### src/spe_pkg.sv
package spe_pkg;

  // ----------------------------------------------------------------
  // Widths and depths.
  // ----------------------------------------------------------------
  localparam int POS_W      = 24;
  localparam int FIFO_DEPTH = 16;
  localparam int ZCNT_W     = 23;
  localparam int TO_W       = 12;

  // ----------------------------------------------------------------
  // Timing.
  // ----------------------------------------------------------------
  localparam longint CLK_HZ       = 40000000;
  localparam longint ZERO_MIN_MS  = 100;
  localparam longint ZERO_MIN_CYC = (CLK_HZ * ZERO_MIN_MS + 999) / 1000;
  localparam longint FRAME_TO_NS  = 20000;
  localparam longint FRAME_TO_CYC =
    (CLK_HZ * FRAME_TO_NS + 999999999) / 1000000000;

  // ----------------------------------------------------------------
  // Register byte offsets.
  // ----------------------------------------------------------------
  localparam logic [4:0] REG_CTRL   = 5'h00;
  localparam logic [4:0] REG_STATUS = 5'h04;
  localparam logic [4:0] REG_JLIMIT = 5'h08;
  localparam logic [4:0] REG_POS    = 5'h0c;
  localparam logic [4:0] REG_ZERO   = 5'h10;

  // ----------------------------------------------------------------
  // Field positions and reset values.
  // ----------------------------------------------------------------
  localparam int CTRL_ZERO_BIT = 0;
  localparam int CTRL_JCLR_BIT = 1;
  localparam int ST_JUMP_BIT   = 0;
  localparam int ST_MT_BIT     = 1;
  localparam int ST_DIR_BIT    = 2;
  localparam int ST_FRAME_BIT  = 3;
  localparam int ST_EMPTY_BIT  = 4;
  localparam logic [POS_W-1:0] JLIMIT_RST = 24'h000100;

  // ----------------------------------------------------------------
  // Pin group carried through the synchroniser.
  // ----------------------------------------------------------------
  typedef struct packed {
    logic clk_p;
    logic clk_n;
    logic zero;
    logic dir_level;
    logic dir_float;
    logic mt_low;
  } spe_pins_t;

  typedef enum logic [1:0] {
    ST_IDLE,
    ST_SHIFT,
    ST_HOLD
  } spe_state_t;

endpackage : spe_pkg

### src/spe_sync.sv
`timescale 1ns/1ps

module spe_sync
(
  input  wire logic              sys_clk,
  input  wire logic              sys_rst,
  input  wire spe_pkg::spe_pins_t pins_in,
  output spe_pkg::spe_pins_t      pins_out
);

  localparam int W = $bits(spe_pkg::spe_pins_t);

  logic [W-1:0] stage1;
  logic [W-1:0] stage2;
  logic [W-1:0] raw;

  assign raw      = pins_in;
  assign pins_out = stage2;

  // ----------------------------------------------------------------
  // Two flip-flops per pin.
  // ----------------------------------------------------------------
  genvar i;
  generate
    for (i = 0; i < W; i++)
    begin : g_bit
      always_ff @(posedge sys_clk)
      begin
        if (sys_rst)
        begin
          stage1[i] <= 1'b0;
          stage2[i] <= 1'b0;
        end
        else
        begin
          stage1[i] <= raw[i];
          stage2[i] <= stage1[i];
        end
      end
    end
  endgenerate

endmodule : spe_sync

### src/spe_fifo.sv
`timescale 1ns/1ps

module spe_fifo
#(
  parameter int W     = 24,
  parameter int DEPTH = 16
)
(
  input  wire logic         sys_clk,
  input  wire logic         sys_rst,
  input  wire logic         in_valid,
  output logic              in_ready,
  input  wire logic [W-1:0] in_data,
  output logic              out_valid,
  input  wire logic         out_ready,
  output logic [W-1:0]      out_data
);

  localparam int AW = $clog2(DEPTH);

  logic [W-1:0] mem [DEPTH];
  logic [AW-1:0] wr_ptr;
  logic [AW-1:0] rd_ptr;
  logic [AW:0]   count;
  logic [AW:0]   next_count;
  wire           push = in_valid && in_ready;
  wire           pop  = out_valid && out_ready;

  assign out_data   = mem[rd_ptr];
  assign next_count = count + (AW+1)'(push) - (AW+1)'(pop);

  always_ff @(posedge sys_clk)
  begin
    if (push)
      mem[wr_ptr] <= in_data;
  end

  always_ff @(posedge sys_clk)
  begin
    if (sys_rst)
    begin
      wr_ptr    <= '0;
      rd_ptr    <= '0;
      count     <= '0;
      in_ready  <= 1'b1;
      out_valid <= 1'b0;
    end
    else
    begin
      wr_ptr    <= push ? wr_ptr + 1'b1 : wr_ptr;
      rd_ptr    <= pop ? rd_ptr + 1'b1 : rd_ptr;
      count     <= next_count;
      in_ready  <= next_count != (AW+1)'(DEPTH);
      out_valid <= next_count != '0;
    end
  end

endmodule : spe_fifo

### src/spe_encoder_port.sv
// The address map and the Avalon-MM interface to the registers are this design's own decisions.
`timescale 1ns/1ps

module spe_encoder_port
#(
  parameter longint ZERO_MIN = spe_pkg::ZERO_MIN_CYC
)
(
  input  wire logic        sys_clk,
  input  wire logic        sys_rst,
  input  wire logic [2:0]  avs_address,
  input  wire logic        avs_read,
  input  wire logic        avs_write,
  input  wire logic [31:0] avs_writedata,
  output logic [31:0]      avs_readdata,
  output logic             avs_waitrequest,
  input  wire logic        ssi_clk_p,
  input  wire logic        ssi_clk_n,
  output logic             ssi_data_p,
  output logic             ssi_data_n,
  input  wire logic        zero_pin,
  input  wire logic        dir_pin,
  input  wire logic        dir_pin_open,
  input  wire logic        mt_supply_low,
  input  wire logic        pos_valid,
  output logic             pos_ready,
  input  wire logic [23:0] pos_data,
  output logic             word_jump_fault_pin,
  output logic             multiturn_supply_fault_pin
);

  localparam int PW = spe_pkg::POS_W;
  localparam int ZCNT_W_L = spe_pkg::ZCNT_W;
  localparam logic [ZCNT_W_L-1:0] ZLAST = ZCNT_W_L'(ZERO_MIN - 1);
  localparam int TO_W_L = spe_pkg::TO_W;
  localparam logic [TO_W_L-1:0] TO_LAST =
    TO_W_L'(spe_pkg::FRAME_TO_CYC - 1);

  // ----------------------------------------------------------------
  // Pin synchronisation.
  // ----------------------------------------------------------------
  spe_pkg::spe_pins_t pins_raw;
  spe_pkg::spe_pins_t pins;

  assign pins_raw = '{clk_p:     ssi_clk_p,
                      clk_n:     ssi_clk_n,
                      zero:      zero_pin,
                      dir_level: dir_pin,
                      dir_float: dir_pin_open,
                      mt_low:    mt_supply_low};

  spe_sync u_sync
  (
    .sys_clk  (sys_clk),
    .sys_rst  (sys_rst),
    .pins_in  (pins_raw),
    .pins_out (pins)
  );

  // ----------------------------------------------------------------
  // Position buffer.
  // ----------------------------------------------------------------
  logic          f_valid;
  logic [PW-1:0] f_data;
  wire           f_pop;

  spe_fifo #(.W(PW), .DEPTH(spe_pkg::FIFO_DEPTH)) u_fifo
  (
    .sys_clk   (sys_clk),
    .sys_rst   (sys_rst),
    .in_valid  (pos_valid),
    .in_ready  (pos_ready),
    .in_data   (pos_data),
    .out_valid (f_valid),
    .out_ready (f_pop),
    .out_data  (f_data)
  );

  // ----------------------------------------------------------------
  // Decoding.
  // ----------------------------------------------------------------
  spe_pkg::spe_state_t state;
  spe_pkg::spe_state_t next_state;
  logic                clk_prev;
  logic [PW-1:0]       raw_cur;
  logic [PW-1:0]       zero_ofs;
  logic [PW-1:0]       shreg;
  logic [PW-1:0]       last_in;
  logic                have_last;
  logic [PW-1:0]       jlimit;
  logic                jump_flag;
  logic [ZCNT_W_L-1:0] zero_cnt;
  logic [4:0]          bitcnt;
  logic [spe_pkg::TO_W-1:0] to_cnt;

  wire clk_lvl  = pins.clk_p & ~pins.clk_n;
  wire clk_fall = clk_prev & ~clk_lvl;
  wire clk_rise = ~clk_prev & clk_lvl;
  wire dir_eff  = pins.dir_float | pins.dir_level;

  wire [PW-1:0] src = f_valid ? f_data : raw_cur;
  wire [PW-1:0] adj = dir_eff ? src : ~src;
  wire [PW-1:0] rep = adj - zero_ofs;

  wire frame_start = (state == spe_pkg::ST_IDLE) && clk_fall;
  assign f_pop     = frame_start;
  wire timed_out   = (state != spe_pkg::ST_IDLE) && !clk_rise
                     && !clk_fall && (to_cnt == TO_LAST);

  wire accept_in = pos_valid && pos_ready;
  wire [PW-1:0] diff_a = pos_data - last_in;
  wire [PW-1:0] diff_b = last_in - pos_data;
  wire [PW-1:0] diff   = diff_a[PW-1] ? diff_b : diff_a;
  wire jump_seen = accept_in && have_last && (diff > jlimit);

  wire zero_fire = pins.zero && (zero_cnt == ZLAST);

  wire [4:0] rd_off   = {avs_address, 2'b00};
  wire       req      = avs_read || avs_write;
  wire       wr_take  = avs_write && !avs_waitrequest;
  wire       wr_ctrl  = wr_take && rd_off == spe_pkg::REG_CTRL;
  wire       wr_jlim  = wr_take && rd_off == spe_pkg::REG_JLIMIT;
  wire       soft_zero = wr_ctrl && avs_writedata[spe_pkg::CTRL_ZERO_BIT];
  wire       jump_clr  = wr_ctrl && avs_writedata[spe_pkg::CTRL_JCLR_BIT];
  wire       do_zero   = zero_fire || soft_zero;

  wire [31:0] status = {27'h0,
                        f_valid ? 1'b0 : 1'b1,
                        state != spe_pkg::ST_IDLE,
                        dir_eff,
                        pins.mt_low,
                        jump_flag};
  wire [31:0] rd_mux =
    (rd_off == spe_pkg::REG_STATUS) ? status :
    (rd_off == spe_pkg::REG_JLIMIT) ? {8'h0, jlimit} :
    (rd_off == spe_pkg::REG_POS)    ? {8'h0, rep} :
    (rd_off == spe_pkg::REG_ZERO)   ? {8'h0, zero_ofs} : 32'h0;

  always_comb
  begin
    next_state = state;
    case (state)
      spe_pkg::ST_IDLE:
        if (clk_fall)
          next_state = spe_pkg::ST_SHIFT;
      spe_pkg::ST_SHIFT:
        if (timed_out)
          next_state = spe_pkg::ST_IDLE;
        else if (clk_rise && bitcnt == 5'h01)
          next_state = spe_pkg::ST_HOLD;
      spe_pkg::ST_HOLD:
        if (timed_out)
          next_state = spe_pkg::ST_IDLE;
      default:
        next_state = spe_pkg::ST_IDLE;
    endcase
  end

  // ----------------------------------------------------------------
  // Serial frame.
  // ----------------------------------------------------------------
  always_ff @(posedge sys_clk)
  begin
    if (sys_rst)
    begin
      state    <= spe_pkg::ST_IDLE;
      clk_prev <= 1'b0;
      to_cnt   <= '0;
      bitcnt   <= '0;
      shreg    <= '0;
      raw_cur  <= '0;
    end
    else
    begin
      state    <= next_state;
      clk_prev <= clk_lvl;
      to_cnt   <= (clk_rise || clk_fall) ? '0 : to_cnt + 1'b1;
      if (frame_start)
      begin
        shreg   <= rep;
        bitcnt  <= 5'(PW);
        raw_cur <= src;
      end
      else if (state == spe_pkg::ST_SHIFT && clk_rise)
      begin
        shreg  <= {shreg[PW-2:0], 1'b0};
        bitcnt <= bitcnt - 1'b1;
      end
    end
  end

  always_ff @(posedge sys_clk)
  begin
    if (sys_rst)
    begin
      ssi_data_p <= 1'b1;
      ssi_data_n <= 1'b0;
    end
    else if (state == spe_pkg::ST_SHIFT && clk_rise)
    begin
      ssi_data_p <= shreg[PW-1];
      ssi_data_n <= ~shreg[PW-1];
    end
    else if (state == spe_pkg::ST_HOLD && clk_rise)
    begin
      ssi_data_p <= 1'b0;
      ssi_data_n <= 1'b1;
    end
    else if (next_state == spe_pkg::ST_IDLE)
    begin
      ssi_data_p <= 1'b1;
      ssi_data_n <= 1'b0;
    end
  end

  // ----------------------------------------------------------------
  // Zeroing.
  // ----------------------------------------------------------------
  always_ff @(posedge sys_clk)
  begin
    if (sys_rst)
    begin
      zero_cnt <= '0;
      zero_ofs <= '0;
    end
    else
    begin
      if (!pins.zero)
        zero_cnt <= '0;
      else if (zero_cnt != ZLAST + 1'b1)
        zero_cnt <= zero_cnt + 1'b1;
      if (do_zero)
        zero_ofs <= adj;
    end
  end

  // ----------------------------------------------------------------
  // Diagnostics.
  // ----------------------------------------------------------------
  always_ff @(posedge sys_clk)
  begin
    if (sys_rst)
    begin
      last_in   <= '0;
      have_last <= 1'b0;
      jump_flag <= 1'b0;
      word_jump_fault_pin        <= 1'b1;
      multiturn_supply_fault_pin <= 1'b1;
    end
    else
    begin
      if (accept_in)
      begin
        last_in   <= pos_data;
        have_last <= 1'b1;
      end
      jump_flag <= jump_seen || (jump_flag && !jump_clr);
      word_jump_fault_pin        <= ~(jump_seen || jump_flag);
      multiturn_supply_fault_pin <= ~pins.mt_low;
    end
  end

  // ----------------------------------------------------------------
  // Register bus.
  // ----------------------------------------------------------------
  always_ff @(posedge sys_clk)
  begin
    if (sys_rst)
    begin
      avs_waitrequest <= 1'b1;
      avs_readdata    <= '0;
      jlimit          <= spe_pkg::JLIMIT_RST;
    end
    else
    begin
      avs_waitrequest <= !(req && avs_waitrequest);
      if (req && avs_waitrequest)
        avs_readdata <= avs_read ? rd_mux : 32'h0;
      if (wr_jlim)
        jlimit <= avs_writedata[PW-1:0];
    end
  end
endmodule : spe_encoder_port

### config.mk
export PLATFORM = sky130hd
export DESIGN_NAME = spe_encoder_port
export DESIGN_NICKNAME = d
export VERILOG_FILES = /design/src/spe_pkg.sv /design/src/spe_sync.sv /design/src/spe_fifo.sv /design/src/spe_encoder_port.sv
export SDC_FILE = /design/constraint.sdc
export NUM_CORES = 1
export LEC_CHECK = 0
export BUFFER_PORTS_ARGS = -buffer_cell sky130_fd_sc_hd__buf_2
export CAP_MARGIN = 30
export CORE_ASPECT_RATIO = 0.6
export CORE_UTILIZATION = 45
export CTS_CLUSTER_SIZE = 20
export DETAILED_ROUTE_END_ITERATION = 6
export PLACE_DENSITY = 0.68
export RECOVER_POWER = 25
export SLEW_MARGIN = 20
export SYNTH_ARGS = -nofsm -noshare
export SYNTH_HDL_FRONTEND = slang
export SYNTH_SLANG_ARGS = --single-unit
### constraint.sdc
create_clock -name sys_clk -period 4.7 [get_ports sys_clk]
set_clock_uncertainty 0.05 [all_clocks]
set_input_delay 0.235 -clock sys_clk [delete_from_list [all_inputs] [get_ports sys_clk]]
set_output_delay 0.235 -clock sys_clk [all_outputs]
set_load 0.01 [all_outputs]
==> results.py <==
metrics = {
    "grt": {
        "antenna_found_initial": 0,
        "gr-usage-all-layers_pct": 24.7,
        "grt_start_max_net_pins": 75,
        "grt_pass1_vias": 19040,
        "grt_pass1_wl_um": 117000,
        "grt.overflow.total": 0,
    },
    "timing": {
        "whs_ps": 11.1,
        "slew_headroom_pct": 32.5,
        "finalCritPeriodShare_pct": 101,
        "setup_slack_ps": -68.5,
        "fmax_mhz": 210,
        "hold_viol": 0,
        "rsz0062_at_grt": "yes",
        "finalSetupViolCount": 2,
        "drv_slew": 0,
        "tightest_slew_ps": 1010,
        "period_minus_slack_ps": 4770,
    },
    "setup_path": {
        "crit_end": "jump_flag$_SDFF_PP0_",
        "critical_path.top_delay_family": "compound AO/OA/AOI/OAI gates",
        "rrSetupSlack_ps": -70,
        "rr_worst_depth": 24,
        "worstPathCellList": "ha_1 -> nor2b_4 -> o31ai_2 -> buf_4 -> a2111oi_4 -> buf_6 -> o21ai_4 -> a21oi_4 -> a211oi_4 -> xor2_2 -> buf_6 -> mux2i_1 -> xnor2_1 -> ha_1 -> o21a_1 -> o21a_1 -> o21a_1 -> o21a_1 -> o21a_1 -> o21ai_1 -> buf_4 -> a21oi_1 -> o31ai_2 -> a21oi_1",
        "crit_cells": 24,
        "crit_path_end_kind": "flop",
        "path_max_fanout": 4,
        "critPathRequiredTime_ps": 5110,
        "reg2reg_to": "jump_flag$_SDFF_PP0_",
        "cpMostUsedCell": "o21a_1",
        "critical_path_buf_inv_count": 4,
        "slowest_stage": "dfxtp_2",
        "worstSetupStartpoint": "last_in[1]$_SDFFE_PP0P_",
        "crit_type": "reg2reg",
        "worstPathArrival_ps": 5180,
        "max_stage_delay_ps": 330,
        "startpoint_type": "flop",
        "regToRegStartpoint": "last_in[1]$_SDFFE_PP0P_",
    },
    "drt": {
        "wl_per_cell_um": 22.7,
        "antenna_left": 0,
        "finalWirelength_um": 79600,
        "drt_iter0_markers": 2274,
        "first_pass_iters": 7,
        "drc": 1,
        "routed_via_density": 5.72,
        "vias": 20095,
    },
    "status": {
        "outcome": "finished with violations",
        "violations": "DRC, setup timing",
    },
    "clock_network": {
        "h-tree-depth": 2,
        "path_clk_slew_ps": 60,
        "clk_latency_ps": 640,
        "cts-root-buf": "clkbuf_16",
        "numCtsBuffers": 54,
        "numClockSinks": 609,
        "clockBufferDepth": 3,
        "cts_tree": "built",
    },
    "final_layout": {
        "utilization_pct": 55.6,
        "multi_input_area_sq_um": 11400,
        "final_common_cell": "edfxtp_1",
        "nets": 2824,
        "insertedDiodeCount": 0,
        "regArea_sq_um": 16000,
        "fill_cells": 5036,
        "layout_common_cells": "edfxtp_1, nand2_1, dfxtp_1",
        "area_delta_synth_final_pct": 21.5,
        "layout-drive-gt1-share_pct": 23.5,
    },
    "floorplan": {
        "boundaryPins": 108,
        "start_util_pct": 45.7,
        "dieHeight_um": 195,
        "die_w_um": 324,
        "fp.dieArea_sq_um": 63200,
        "rows": 70,
        "design.core.area_sq_um": 61100,
    },
    "synthesis": {
        "postSynthRegisterBits": 609,
        "synthFlopType": "edfxtp_1",
        "synth_warnings": 0,
        "synthesis.area_sq_um": 28000,
        "avgSynthCellArea_sq_um": 12.2,
        "synth_edf_count": 384,
        "ys_seq_area_share_pct": 57.3,
        "synth_cell_type_count": 70,
        "synth_cells": 2296,
        "synthArstFlopShare_pct": 0,
    },
    "power": {
        "p_per_area_nw_per_um2": 427,
        "p_leak_nw": 12.1,
        "ir_worst_vdd_v": 0.000312,
    },
    "place": {
        "gp_congestion": 0.918,
        "post-dp-hpwl_um": 54600,
        "io_buffers": 91,
    },
    "job": {
        "maxCapViolCount": 0,
    },
    "min_path": {
        "hold_class": "in2reg",
    },
}
[what timing repair did]
item | CTS | global route
gates cloned | 1 | 3
hold endpoints to repair | 106 | 0
resized for setup | 68 | 63
buffers inserted | 17 | 18
setup endpoints to repair | 13 | 16
pin swaps | 26 | 47
hold buffers | 41 | 0
[how the worst min path moves through the flow]
stage / start / end / slack, ps / cells past startpoint
after floorplan: pos_data[0] / u_fifo.mem[0][0]$_DFFE_PP_ / 280 / 0
after global placement: u_sync.stage1[0]$_SDFF_PP0_ / u_sync.pins_out[0]$_SDFF_PP0_ / 370 / 1
after detailed placement: u_sync.stage1[1]$_SDFF_PP0_ / u_sync.pins_out[1]$_SDFF_PP0_ / 380 / 1
after CTS: pos_data[11] / u_fifo.mem[11][11]$_DFFE_PP_ / 3 / 2
after global routing: sys_rst / shreg[11]$_SDFFE_PP0P_ / 10 / 2
final: sys_rst / avs_readdata[3]$_SDFFE_PP0P_ / 10 / 2
[through the flow]
step | cells | total power, mW | setup TNS [ps] | setup WS, ps | instance area [sq um]
floorplan | 2303 | 8.23 | 0 | 140 | 28000
global placement | 3332 | 9.57 | -2800 | -636 | 30900
detailed placement | 3333 | 9.63 | -3310 | -634 | 30900
CTS | 3492 | 14.3 | -33.8 | -33.8 | 33500
global route | 3512 | 15.1 | -1300 | -232 | 34000
finish | 3512 | 14.5 | -97.2 | -68.5 | 34000
[registers in the layout, indices dropped and copies added, names as in the netlist, 2 cells and up, named ones only]
register / count
state: 2
shreg: 24
zero_ofs: 24
jlimit: 24
u_fifo.count: 5
raw_cur: 24
u_fifo.rd_ptr: 4
u_sync.stage1: 6
to_cnt: 12
last_in: 24
u_fifo.wr_ptr: 4
zero_cnt: 23
u_sync.pins_out: 6
avs_readdata: 24
bitcnt: 5
u_fifo.mem: 384
[kinds of logic (layout without fill, tap and decap cells)]
group	count (synthesis)	after routing	synth area share, %
buf+inv	261	642	3.72
simple gates	603	603	9.53
mux	164	164	11.3
flops	609	609	57.3
other cells	1	8	0.0134
compound gates	435	435	9.49
fa+ha+maj	114	114	5.21
xor+xnor	109	109	3.44
[cell usage after synthesis, types with 6 or more instances]
library cell,instances,share of area (%)
dfxtp_1,225,16
a32oi_1,6,0.19
a221oi_1,16,0.50
ha_1,110,4.9
nor3_1,30,0.54
o211ai_1,6,0.16
edfxtp_1,384,41
o31ai_1,6,0.16
a22oi_1,11,0.30
and3_1,14,0.31
buf_2,12,0.21
xor2_1,45,1.4
mux4_2,120,9.7
nor2b_1,31,0.69
nor4_1,6,0.13
nand2b_1,17,0.38
a211oi_1,7,0.19
a21oi_1,217,3.9
xnor2_1,63,2.0
nand4_1,23,0.51
o21ai_0,60,1.1
o21a_1,16,0.43
buf_1,12,0.16
mux2i_1,41,1.5
a21o_1,38,1.0
or3_1,8,0.18
nand3_1,25,0.45
nor2_1,192,2.6
buf_4,10,0.27
o21bai_1,9,0.24
clkbuf_1,89,1.2
nand2_1,234,3.1
inv_1,136,1.8
[area by class of cell]
type / instances / area share (%)
Multi-Input combinational cell: 1433 / 33.6
Tap cell: 828 / 3.05
Timing Repair Buffer: 405 / 9.32
Clock buffer: 68 / 4.28
Inverter: 137 / 1.51
Clock inverter: 32 / 0.961
Sequential cell: 609 / 47.2
[power by group]
| group | leakage, nW | internal (mW) | total, mW | switching [mW] |
|---|---|---|---|---|
| clock network | 0.856 | 2.43 | 4.49 | 2.06 |
| registers | 5.30 | 5.90 | 6.01 | 0.103 |
| logic | 5.98 | 1.79 | 4.00 | 2.21 |
| total | 12.1 | 10.1 | 14.5 | 4.37 |
[layer usage]
layer / share of wire (%) / global-route usage, %
met1: 47 / 39.4
met2: 41 / 34.1
met3: 10 / 6.12
met4: 1.3 / 3.79
met5: 0 / 0
No activity file was read; power rests on OpenSTA's default activity.
